===== config.mk =====
export PLATFORM = sky130hd
export DESIGN_NAME = mre_exec
export DESIGN_NICKNAME = d
export VERILOG_FILES = /design/src/rtl/mre_pkg.sv /design/src/rtl/mre_decode.sv /design/src/rtl/mre_exec.sv
export VERILOG_INCLUDE_DIRS = /design/src /design/src/rtl
export SDC_FILE = /design/constraint.sdc
export NUM_CORES = 1
export LEC_CHECK = 0
export BUFFER_PORTS_ARGS = -buffer_cell sky130_fd_sc_hd__buf_2
export CAP_MARGIN = 20
export CORE_MARGIN = 2
export CORE_UTILIZATION = 45
export CTS_CLUSTER_SIZE = 10
export DETAILED_ROUTE_END_ITERATION = 8
export PLACE_DENSITY = 0.9
export SYNTH_ARGS = -nofsm -noshare
export SYNTH_HDL_FRONTEND = slang
export SYNTH_SLANG_ARGS = --single-unit
export TNS_END_PERCENT = 30

===== constraint.sdc =====
create_clock -name clk_in -period 7.5 [get_ports clk_in]
set_input_delay 1.5 -clock clk_in [delete_from_list [all_inputs] [get_ports clk_in]]
set_output_delay 1.5 -clock clk_in [all_outputs]
set_load 0.1 [all_outputs]

===== src/rtl/mre_defines.svh =====
`ifndef MRE_DEFINES_SVH
`define MRE_DEFINES_SVH

// 14-bit instruction encodings
`define MRE_OP_W          14
`define MRE_DATA_W        8
`define MRE_FADDR_W       7
`define MRE_PC_W          13
`define MRE_NOP_WORD      14'h0000
`define MRE_RETURN_WORD   14'h0008
`define MRE_RETINT_WORD   14'h0009
`define MRE_COPY_TOP      7'h01
`define MRE_LOAD_TOP      4'hc
`define MRE_RETLIT_TOP    4'hd
`define MRE_INT_EN_BIT    7
`define MRE_W_RESET       8'h00

`endif


===== src/rtl/mre_pkg.sv =====
package mre_pkg;

  typedef enum logic [2:0] {
    MRE_CL_NONE,
    MRE_CL_NOP,
    MRE_CL_COPY,
    MRE_CL_LOAD,
    MRE_CL_RETINT,
    MRE_CL_RETLIT,
    MRE_CL_RETURN
  } mre_class_t;

  typedef struct packed {
    mre_class_t  cls;
    logic [6:0]  faddr;
    logic [7:0]  literal;
  } mre_dec_t;

  typedef struct packed {
    logic        we;
    logic [6:0]  addr;
    logic [7:0]  data;
  } mre_fwrite_t;

endpackage


===== src/rtl/mre_decode.sv =====
`timescale 1ns/100ps
`include "mre_defines.svh"

module mre_decode (
  // instruction word
  input  wire logic [13:0]     instr_in,
  // decoded result
  output mre_pkg::mre_dec_t    dec_out
);

  always_comb begin
    dec_out.cls     = mre_pkg::MRE_CL_NONE;
    dec_out.faddr   = instr_in[6:0];
    dec_out.literal = instr_in[7:0];
    if (instr_in == `MRE_NOP_WORD) begin
      dec_out.cls = mre_pkg::MRE_CL_NOP;
    end else if (instr_in == `MRE_RETURN_WORD) begin
      dec_out.cls = mre_pkg::MRE_CL_RETURN;
    end else if (instr_in == `MRE_RETINT_WORD) begin
      dec_out.cls = mre_pkg::MRE_CL_RETINT;
    end else if (instr_in[13:7] == `MRE_COPY_TOP) begin
      dec_out.cls = mre_pkg::MRE_CL_COPY;
    end else if (instr_in[13:10] == `MRE_LOAD_TOP) begin
      // don't-care bits 9:8 ignored
      dec_out.cls = mre_pkg::MRE_CL_LOAD;
    end else if (instr_in[13:10] == `MRE_RETLIT_TOP) begin
      dec_out.cls = mre_pkg::MRE_CL_RETLIT;
    end
  end

endmodule


===== src/rtl/mre_exec.sv =====
`timescale 1ns/100ps
`include "mre_defines.svh"

module mre_exec #(
  parameter int DATA_W  = `MRE_DATA_W,
  parameter int FADDR_W = `MRE_FADDR_W,
  parameter int PC_W    = `MRE_PC_W,
  parameter int OP_W    = `MRE_OP_W
) (
  // clock and reset
  input  wire logic                 clk_in,
  input  wire logic                 resetn_in,
  // instruction issue
  input  wire logic                 instr_valid_in,
  input  wire logic [OP_W-1:0]      instr_in,
  output logic                      busy_out,
  output logic                      done_out,
  output logic                      handled_out,
  // working register
  output logic [DATA_W-1:0]         w_out,
  // file register write port
  output mre_pkg::mre_fwrite_t      fwrite_out,
  // stack pop, program counter load and program counter advance
  input  wire logic [PC_W-1:0]      top_of_stack_in,
  output logic                      stack_pop_out,
  output logic                      pc_load_out,
  output logic [PC_W-1:0]           pc_value_out,
  output logic                      pc_advance_out,
  // interrupt control
  output logic                      int_en_set_out,
  output logic [DATA_W-1:0]         int_en_mask_out
);

  typedef enum logic [0:0] {ST_ISSUE, ST_SECOND} mre_state_t;

  logic                   rst_s1_q;
  logic                   rst_s2_q;
  mre_pkg::mre_dec_t      dec;
  mre_state_t             state_q, state_d;
  logic [DATA_W-1:0]      w_q, w_d;
  mre_pkg::mre_fwrite_t   fw_q, fw_d;
  logic                   pop_q, pop_d;
  logic                   pcl_q, pcl_d;
  logic [PC_W-1:0]        pcv_q, pcv_d;
  logic                   adv_q, adv_d;
  logic                   int_en_q, int_en_d;
  logic                   done_q, done_d;

  // the encodings fix word, data and address widths; only PC may vary
  if (DATA_W != 8 || FADDR_W != 7 || OP_W != 14) begin : g_bad_width
    $error("mre_exec: widths are fixed by the instruction encoding");
  end
  if (PC_W < 1) begin : g_bad_pc
    $error("mre_exec: program counter needs at least one bit");
  end
  if (`MRE_INT_EN_BIT >= DATA_W) begin : g_bad_bit
    $error("mre_exec: enable bit outside the control register");
  end

  // release synchroniser for the reset
  always_ff @(posedge clk_in or negedge resetn_in) begin
    if (!resetn_in) begin
      rst_s1_q <= 1'b0;
      rst_s2_q <= 1'b0;
    end else begin
      rst_s1_q <= 1'b1;
      rst_s2_q <= rst_s1_q;
    end
  end

  mre_decode u_decode (
    .instr_in (instr_in),
    .dec_out  (dec)
  );

  // words offered while busy are dropped, the core must re-present them
  assign busy_out    = (state_q == ST_SECOND);
  assign handled_out = instr_valid_in && !busy_out &&
                       (dec.cls != mre_pkg::MRE_CL_NONE);

  // sequence group: state, completion and program counter advance
  always_comb begin
    state_d = ST_ISSUE;
    done_d  = 1'b0;
    adv_d   = 1'b0;
    case (state_q)
      ST_ISSUE: begin
        if (handled_out) begin
          case (dec.cls)
            mre_pkg::MRE_CL_NOP,
            mre_pkg::MRE_CL_COPY,
            mre_pkg::MRE_CL_LOAD: begin
              adv_d  = 1'b1;
              done_d = 1'b1;
            end
            mre_pkg::MRE_CL_RETINT,
            mre_pkg::MRE_CL_RETLIT,
            mre_pkg::MRE_CL_RETURN: begin
              state_d = ST_SECOND;
            end
            default: begin
              state_d = ST_ISSUE;
            end
          endcase
        end
      end
      ST_SECOND: begin
        // the fetched word is flushed here, so only done rises
        done_d = 1'b1;
      end
      default: begin
        state_d = ST_ISSUE;
      end
    endcase
  end

  always_ff @(posedge clk_in or negedge rst_s2_q) begin
    if (!rst_s2_q) begin
      state_q <= ST_ISSUE;
      done_q  <= 1'b0;
      adv_q   <= 1'b0;
    end else begin
      state_q <= state_d;
      done_q  <= done_d;
      adv_q   <= adv_d;
    end
  end

  // data group: working register and file write port
  always_comb begin
    w_d  = w_q;
    fw_d = '0;
    if (handled_out) begin
      case (dec.cls)
        mre_pkg::MRE_CL_COPY: begin
          fw_d.we   = 1'b1;
          fw_d.addr = dec.faddr;
          fw_d.data = w_q;
        end
        mre_pkg::MRE_CL_LOAD,
        mre_pkg::MRE_CL_RETLIT: begin
          w_d = dec.literal;
        end
        default: begin
          w_d = w_q;
        end
      endcase
    end
  end

  always_ff @(posedge clk_in or negedge rst_s2_q) begin
    if (!rst_s2_q) begin
      w_q  <= `MRE_W_RESET;
      fw_q <= '0;
    end else begin
      w_q  <= w_d;
      fw_q <= fw_d;
    end
  end

  // return group: stack pop, program counter load, interrupt enable
  // top_of_stack_in is taken on the issue edge only, the stack may move on
  always_comb begin
    pop_d    = 1'b0;
    pcl_d    = 1'b0;
    pcv_d    = pcv_q;
    int_en_d = 1'b0;
    if (handled_out) begin
      case (dec.cls)
        mre_pkg::MRE_CL_RETINT: begin
          pop_d    = 1'b1;
          pcl_d    = 1'b1;
          pcv_d    = top_of_stack_in;
          int_en_d = 1'b1;
        end
        mre_pkg::MRE_CL_RETLIT,
        mre_pkg::MRE_CL_RETURN: begin
          pop_d = 1'b1;
          pcl_d = 1'b1;
          pcv_d = top_of_stack_in;
        end
        default: begin
          pop_d = 1'b0;
        end
      endcase
    end
  end

  always_ff @(posedge clk_in or negedge rst_s2_q) begin
    if (!rst_s2_q) begin
      pop_q    <= 1'b0;
      pcl_q    <= 1'b0;
      pcv_q    <= '0;
      int_en_q <= 1'b0;
    end else begin
      pop_q    <= pop_d;
      pcl_q    <= pcl_d;
      pcv_q    <= pcv_d;
      int_en_q <= int_en_d;
    end
  end

  // set mask: only the enable bit of the control register is raised
  for (genvar b = 0; b < DATA_W; b++) begin : g_mask
    assign int_en_mask_out[b] = int_en_q && (b == `MRE_INT_EN_BIT);
  end

  assign w_out          = w_q;
  assign fwrite_out     = fw_q;
  assign stack_pop_out  = pop_q;
  assign pc_load_out    = pcl_q;
  assign pc_value_out   = pcv_q;
  assign pc_advance_out = adv_q;
  assign int_en_set_out = int_en_q;
  assign done_out       = done_q;

endmodule


-- Yosys cells after proc, flatten, opt, wreduce, memory -nomap -nowiden
Index checks and enable logic that the tools add are counted.
- bits in registers: 44
- bits in latches: 0
- memory bits (writable): 0
- memory bits (read-only): 0
- input port bits: 30
- output and inout port bits: 52
- word-level logic and storage cells: 51
- memories: 0
- $add $sub $neg: 0
- multipliers: 0
- divide/modulo/power cells: 0
- magnitude comparators: 0
- eq/ne operators: 11
- shifts and indexed selects: 0
- mux-type cells: 17
- bitwise logic cells: 1
- reduce and logical (&&, ||, !) cells: 10
- operators by type and width (cell ; number):
    2-to-1 mux 16 bit ; 2
    == test 14 x 4 -> 1 bit (second input constant) ; 2
    2-to-1 mux 3 bit ; 6
    logical NOT 14 bit ; 1
    == test 3 bit (second input constant) ; 3
    == test 4 bit (second input constant) ; 2
    2-to-1 mux 1 bit ; 8
    == test 7 x 1 -> 1 bit (second input constant) ; 1
    == test 3 x 2 -> 1 bit (second input constant) ; 2
    OR reduction 3 bit ; 2
    AND reduction 2 bit ; 2
    == test 3 x 1 -> 1 bit (second input constant) ; 1
    nonzero test 3 bit ; 1
    logical AND 1 bit ; 2
    one-hot mux 1 bit (2 select lines) ; 1
    OR reduction 2 bit ; 1
    logical NOT 1 bit ; 1
    inverter 1 bit ; 1

-- Longest topological paths before layout
Gate-level depths: netlist of the first run.
- depth after elaboration: 12
- mapped depth: 5
- depth with buffers taken out: 4

-- Hierarchy
Synthesis of the first run repeated with hierarchy kept, for this count alone.
- cell total of the unflattened synthesis: 140
- area, all modules: 1931.9 um2
- by module, submodules not included (module ; times used ; cells each ; area an instance (um2) ; seq. area each (um2)):
    mre_exec ; 1 ; 111 ; 1721.7 ; 1101.1
    mre_decode ; 1 ; 29 ; 210.2 ; 0.0

-- Worst setup path before layout of the first run
Ideal clock, no wire load.
- path type: in2out
- start: in instr_in[13]
- end: out handled_out
- arrival time: 4.363 ns
- data required time: 6.000 ns
- slack: 1.637 ns
- stages: 4
- buffers on the path: 0
- path through: or4_4 or4b_4 o2bb2a_1 a21oi_1
- cells in the longest elaborated chain, start to end: 9
- elaborated cells between the ends (all ways): 14
- classes of those cells: 5 x eq/ne; 6 x mux; 3 x reduce/logical
- RTL lines (what ; RTL line ; text):
    start, declared ; mre_exec.sv:15 ; input wire logic [OP_W-1:0] instr_in,
    == test 4 bit (no source line) ; - ;
    2-to-1 mux 3 bit ; mre_decode.sv:26 ; end else if (instr_in[13:10] == `MRE_RETLIT_TOP) begin
    2-to-1 mux 3 bit ; mre_decode.sv:23 ; end else if (instr_in[13:10] == `MRE_LOAD_TOP) begin
    2-to-1 mux 3 bit ; mre_decode.sv:21 ; end else if (instr_in[13:7] == `MRE_COPY_TOP) begin
    2-to-1 mux 3 bit ; mre_decode.sv:19 ; end else if (instr_in == `MRE_RETINT_WORD) begin
    2-to-1 mux 3 bit ; mre_decode.sv:17 ; end else if (instr_in == `MRE_RETURN_WORD) begin
    2-to-1 mux 3 bit (*) ; mre_decode.sv:15 ; if (instr_in == `MRE_NOP_WORD) begin
    nonzero test 3 bit (*) ; mre_exec.sv:79 ; (dec.cls != mre_pkg::MRE_CL_NONE);
    logical AND 1 bit (*) ; mre_exec.sv:78 ; assign handled_out = instr_valid_in && !busy_out &&
    end, declared ; mre_exec.sv:18 ; output logic handled_out,
Mark *: on every way between the ends. The rest lies on a longest branch, timed or not.

-- Worst setup path after layout of the first run
Ends and elaborated chain as after synthesis.

==> results.md, run 1 <==
### Worst hold path
• reg -> reg — min-delay worst type
• 0 — hold path depth
• rst_s1_q — source of the worst hold timing path
• rst_s2_q — Worst Hold End

### Logic synthesis
• 44 — Yosys reg bits
• 100% — asr flop ratio synth
• 63.2% — register area share after synthesis
• 0 — number of warning messages in the yosys log
• 0 — EDFF count, synth
• 119 — Cells after Synth
• 1740 sq um — total standard cell area after synthesis
• 27 — library cells used by synthesis
• 14.6 sq um — Syn Area/Cell
• sky130_fd_sc_hd__dfrtp_1 — top_reg_cell synth

### Setup path
• 3.58 ns — arrival time at the worst endpoint
• 4 — maximum fanout count along the critical path
• 5.60 ns — reg-to-reg slack, setup
• 6.00 ns — Critical Path RT
• 4 — number of cells traversed by the worst register-to-register path
• busy_out — source of the worst register-to-register timing path
• in -> out — type of the worst setup path
• primary input — kind of launch point of the worst setup path
• output port — category of the worst setup path capture point
• pc_value_out[12] — worst r2r dst

### GRT
• 43 — maximum number of pins on one net before global-route repair
• 1092 — vias in the first global route
• 0 — initial antenna violation count
• 16.2% — total global routing track utilization
• 0 — grt ovf
• 5220 um — first-pass GRT wire length

### Clocking
• 0 — number of instances resized during post-cts repair
• 44 — number of clock sinks
• sky130_fd_sc_hd__clkbuf_8 — root buffer cell
• 0 — # hold bufs at CTS
• 0.08 ns — clock transition at the registers of the reported paths
• 2 — H-tree levels
• built — clock tree from TritonCTS
• 0 — post-CTS setup buffers
• 5 — number of buffers added by the clock tree synthesis step
• 0.29 ns — latest clock arrival within the worst-skew pair
• 2 — number of buffers on the longest clock path

### Cells and area
• 74 x sky130_fd_sc_hd__buf_2, 43 x sky130_fd_sc_hd__dfrtp_1, 15 x sky130_fd_sc_hd__and2_1 — leading cell types in the layout, fill and taps excluded
• 60.2% — final core area utilization
• 0 — antenna cells
• 322 — fill cell total of the finished layout
• sky130_fd_sc_hd__buf_2 — most common cell after layout, fill and taps aside
• 56.1% — layout cell share with drive strength beyond 1
• 225 — nets
• 27.4% — Syn-to-layout area delta

### Route
• 0 — final antenna-violating net count
• 13.9 um — average wire per cell in the routed design
• 3400 um — Total Routed Length
• 39 — Iteration-0 DRC Markers
• 3 — router iterations before antenna repair
• 0 — number of remaining DRC errors
• 4.63 — vias per cell
• 1129 — via count

### Die
• 66.2 um — die width
• 66.2 um — chip height
• 47.3% — initial core utilization
• 4390 sq um — total die area
• 22 — number of standard-cell rows in the floorplan
• 3690 sq um — core area
• 82 — count of boundary I/O pins

### Power
• 0.348 mW — NetSw
• 0.154 mV — maximum ir drop on the vdd rail
• 1.19 nW — Static Leak
• 0.416 mW — Int Power
• 45.5% — Switching Share
• 344 nW/um^2 — power per unit of standard cell area
• 23.7% — clock power share
• 37.1% — sequential fraction of design power
• 39.2% — combinational share of power

### Run status
• finished clean — run status

### STA
• 0 — Final Hold Violating Endpoints
• 0.356 ns — Min Hold Slack
• 197 MHz — Fmax achieved
• 67.8% — part of the cycle the worst path needs
• 0 — number of max-slew violations in the final report
• 0 ns — final setup TNS
• 0.00427 ns — maximum clock skew at final layout
• 5.08 ns — minimum clock period
• 41.4% — worst rel slew slack
• 0.878 ns — transition time at the pin with the least slew margin
• no — unrepaired setup endpoints after global routing
• 0 — Setup-failing EPs final

### Flow run
• 0 — max cap viols

### Placed design
• 74 — number of buffers added on ports
• 2620 um — placed wire-length estimate after detailed placement
• 0.716 — last weighted congestion value of the routability-driven placer

## metal layers
layer / track usage [%] / vias up / wire [um]
li1: - / 539 / -
met1: 18.5 / 543 / 1380
met2: 28.7 / 42 / 1790
met3: 2.73 / 5 / 161
met4: 8.42 / 0 / 61
met5: 0 / - / 0
## critical path, stage by stage
cell	delay, ns
sky130_fd_sc_hd__buf_2	0.11
sky130_fd_sc_hd__or4_4	0.52
sky130_fd_sc_hd__or4b_4	0.53
sky130_fd_sc_hd__o2bb2a_1	0.34
sky130_fd_sc_hd__a21oi_1	0.14
sky130_fd_sc_hd__buf_2	0.43
## state kept, by name, indices dropped and copies added (netlist names)
signal / cells
busy_out: 1
done_out: 1
fwrite_out: 16
int_en_set_out: 1
pc_advance_out: 1
pc_load_out: 1
pc_value_out: 13
rst_s1_q: 1
rst_s2_q: 1
w_out: 8
## power groups by stage
| stage | combinational (mW) | sequential [mW] | clock [mW] |
|---|---|---|---|
| 5_1_grt | 0.307 | 0.288 | 0.195 |
| 3_3_place_gp | 0.297 | 0.287 | 0 |
| 3_5_place_dp | 0.300 | 0.289 | 0 |
| 2_1_floorplan | 0.0569 | 0.486 | 0 |
| 6_report | 0.299 | 0.284 | 0.181 |
| 4_1_cts | 0.301 | 0.284 | 0.187 |
## kinds of logic (layout without fill, tap and decap cells)
logic type / Yosys count / in the layout / share of synthesized area, %
AO/OA/AOI/OAI: 8 / 8 / 3.59
multiplexers: 21 / 21 / 15.5
other: 2 / 8 / 0.431
buffers and inverters: 11 / 82 / 5.31
flip-flops: 44 / 44 / 63.2
AND/OR/NAND/NOR: 33 / 33 / 12.0
## cells in the mapped netlist, types with 2 or more instances
| library cell | instances | share of area, % |
|---|---|---|
| sky130_fd_sc_hd__mux2_4 | 9 | 7.8 |
| sky130_fd_sc_hd__o21ai_0 | 2 | 0.57 |
| sky130_fd_sc_hd__dfrtp_1 | 44 | 63 |
| sky130_fd_sc_hd__buf_4 | 9 | 3.9 |
| sky130_fd_sc_hd__mux2_2 | 12 | 7.8 |
| sky130_fd_sc_hd__a21oi_1 | 2 | 0.57 |
| sky130_fd_sc_hd__nor3_1 | 2 | 0.57 |
| sky130_fd_sc_hd__conb_1 | 2 | 0.43 |
| sky130_fd_sc_hd__nand3_1 | 3 | 0.86 |
| sky130_fd_sc_hd__and2_1 | 15 | 5.4 |
| sky130_fd_sc_hd__nor2_1 | 3 | 0.65 |
## stage by stage
step | instances | total power, mW | setup WS [ns] | area [sq um]
floorplan | 125 | 0.543 | 1.64 | 1770
global placement | 236 | 0.584 | 2.43 | 2100
detailed placement | 236 | 0.589 | 2.42 | 2100
CTS | 244 | 0.772 | 2.41 | 2220
global route | 244 | 0.791 | 2.35 | 2220
finish | 244 | 0.764 | 2.42 | 2220
## cell type report
| cell class | instances | area (sq um) | share of cell area (%) |
|---|---|---|---|
| Timing Repair Buffer | 74 | 370 | 16.7 |
| Tap cell | 48 | 60.1 | 2.71 |
| Multi-Input combinational cell | 70 | 572 | 25.8 |
| Clock buffer | 5 | 68.8 | 3.10 |
| Sequential cell | 44 | 1100 | 49.7 |
| Clock inverter | 3 | 46.3 | 2.09 |
## worst max path at each step
stage                            start          end  depth (start not counted)
final                     instr_in[13]  handled_out                          6
after global routing      instr_in[13]  handled_out                          6
after CTS                 instr_in[13]  handled_out                          6
after detailed placement  instr_in[13]  handled_out                          6
after global placement    instr_in[13]  handled_out                          6
after floorplan           instr_in[13]  handled_out                          4
No activity file was read; power rests on OpenSTA's default activity.
==> run 2: changes to the inputs <==
Settings changed: CORE_UTILIZATION 45 to 41, PLACE_DENSITY 0.9 to 0.87.
Clock period 7.5 ns to 4.4 ns, I/O delays scaled along.
==> results.md, run 2 (synthesis gave the netlist of run 1 again) <==
### Setup path
• instr_in[13] — Setup crit start
• busy_out — source of the worst register-to-register timing path
• 2.98 ns — arrival time at the worst endpoint, -0.60 ns
• 2.51 ns — reg-to-reg slack, setup, -3.09 ns
• 4 — maximum fanout count along the critical path, unchanged
• handled_out — crit path to
• pc_value_out[12] — worst r2r dst
• 4 — number of cells traversed by the worst register-to-register path, unchanged
• in -> out — type of the worst setup path
• output port — category of the worst setup path capture point
• primary input — kind of launch point of the worst setup path
• 3.52 ns — Critical Path RT, -2.48 ns

### Route
• 4.62 — vias per cell, -0.11%
• 0 — number of remaining DRC errors, unchanged
• 4 — router iterations before antenna repair, +1
• 1137 — via count, +0.71%
• 0 — final antenna-violating net count, unchanged
• 52 — Iteration-0 DRC Markers, +33%
• 13.5 um — average wire per cell in the routed design, -2.7%
• 3330 um — Total Routed Length, -1.9%

### STA
• 0.358 ns — Min Hold Slack, +0.00171 ns
• 0.543 ns — min setup slack post-route, -1.87 ns
• 3.86 ns — minimum clock period
• 0 — Final Hold Violating Endpoints, unchanged
• 0 — Setup-failing EPs final, unchanged
• 42.8% — worst rel slew slack, +1.4 points
• 87.7% — part of the cycle the worst path needs
• 0.00621 ns — maximum clock skew at final layout, +0.00193 ns
• no — unrepaired setup endpoints after global routing
• 0.857 ns — transition time at the pin with the least slew margin, -0.0209 ns
• 0 — number of max-slew violations in the final report, unchanged
• 259 MHz — Fmax achieved
• 0 ns — final setup TNS, unchanged

### Clocking
• 0 — # hold bufs at CTS, unchanged
• 2 — number of buffers on the longest clock path, unchanged
• 0 — number of instances resized during post-cts repair, unchanged
• 0 — post-CTS setup buffers, unchanged
• sky130_fd_sc_hd__clkbuf_8 — root buffer cell
• 0.08 ns — clock transition at the registers of the reported paths, about the same
• 2 — H-tree levels, unchanged
• 0.29 ns — latest clock arrival within the worst-skew pair, about the same
• built — clock tree from TritonCTS
• 44 — number of clock sinks, unchanged
• 5 — number of buffers added by the clock tree synthesis step, unchanged

### Power
• 560 nW/um^2 — power per unit of standard cell area, +63%
• 1.23 mW — total power after layout, +61%
• 0.172 mV — maximum ir drop on the vdd rail, +12%
• 1.19 nW — Static Leak, -0.57%

### GRT
• 5750 um — first-pass GRT wire length, +10%
• 15.3% — total global routing track utilization, -0.92 points
• 0 — initial antenna violation count, unchanged
• 43 — maximum number of pins on one net before global-route repair, unchanged
• 0 — grt ovf, unchanged
• 1247 — vias in the first global route, +14%

### Run status
• finished clean — run status

### Cells and area
• 225 — nets, unchanged
• 16 — flip-flop count of the largest register after layout, unchanged
• 74 x sky130_fd_sc_hd__buf_2, 43 x sky130_fd_sc_hd__dfrtp_1, 15 x sky130_fd_sc_hd__and2_1 — leading cell types in the layout, fill and taps excluded
• 56.6% — layout cell share with drive strength beyond 1, +0.51 points
• 54.2% — final core area utilization, -6.0 points
• 26.1% — Syn-to-layout area delta
• 0 — antenna cells, unchanged
• sky130_fd_sc_hd__buf_2 — most common cell after layout, fill and taps aside

### Flow run
• 0 — max cap viols, unchanged

### Die
• 23 — number of standard-cell rows in the floorplan, +4.5%
• 4790 sq um — total die area, +9.2%
• 43.0% — initial core utilization, -4.3 points
• 4060 sq um — core area, +10%
• 69.2 um — chip height, +4.5%
• 82 — count of boundary I/O pins, unchanged
• 69.2 um — die width, +4.5%

### Placed design
• 2570 um — placed wire-length estimate after detailed placement, -1.9%
• 0.733 — last weighted congestion value of the routability-driven placer, +2.4%
• 0.550 ns — Placement Setup Slack, -1.87 ns
• 74 — number of buffers added on ports, unchanged

### Worst hold path
• in -> async — min-delay worst type

## run 2: stage by stage
step,instance area (sq um),std cells
2_1_floorplan,1770,125
3_3_place_gp,2110,238
3_5_place_dp,2110,238
4_1_cts,2200,246
5_1_grt,2200,246
6_report,2200,246
## run 2: cell type report
type | instances | area (sq um)
clock inverter | 3 | 18.8
clock buffer | 5 | 68.8
timing repair buffer | 74 | 370
sequential | 44 | 1100
multi-input combinational | 70 | 576
fill | 345 | 1860
tap | 50 | 62.6
## run 2: worst min-delay path by stage
stage	from	to	cells past startpoint
after floorplan	rst_s1_q	rst_s2_q	0
after global placement	rst_s1_q	rst_s2_q	0
after detailed placement	rst_s1_q	rst_s2_q	0
after CTS	resetn_in	rst_s2_q	1
after global routing	resetn_in	rst_s2_q	1
final	resetn_in	rst_s2_q	1
## run 2: where the power goes
group | leakage [nW] | internal [mW] | switching, mW
sequential | 0.570 | 0.451 | 0.0315
clock | 0.0479 | 0.111 | 0.128
combinational | 0.569 | 0.0875 | 0.422
total | 1.19 | 0.649 | 0.582
## run 2: layer usage
| layer | GRT usage [%] | vias to the layer above | part of all wire (%) |
|---|---|---|---|
| li1 | - | 535 | - |
| met2 | 25.5 | 53 | 53 |
| met1 | 18.8 | 549 | 41 |
| met5 | 0 | - | 0 |
| met3 | 4.36 | 0 | 5.9 |
| met4 | 5.66 | 0 | 0 |
## run 2: worst max-delay path, stage by stage
cell and delay [ns]:
sky130_fd_sc_hd__buf_2 0.11, sky130_fd_sc_hd__or4_4 0.53, sky130_fd_sc_hd__or4b_4 0.53, sky130_fd_sc_hd__o2bb2a_1 0.36, sky130_fd_sc_hd__a21oi_2 0.14, sky130_fd_sc_hd__buf_2 0.43
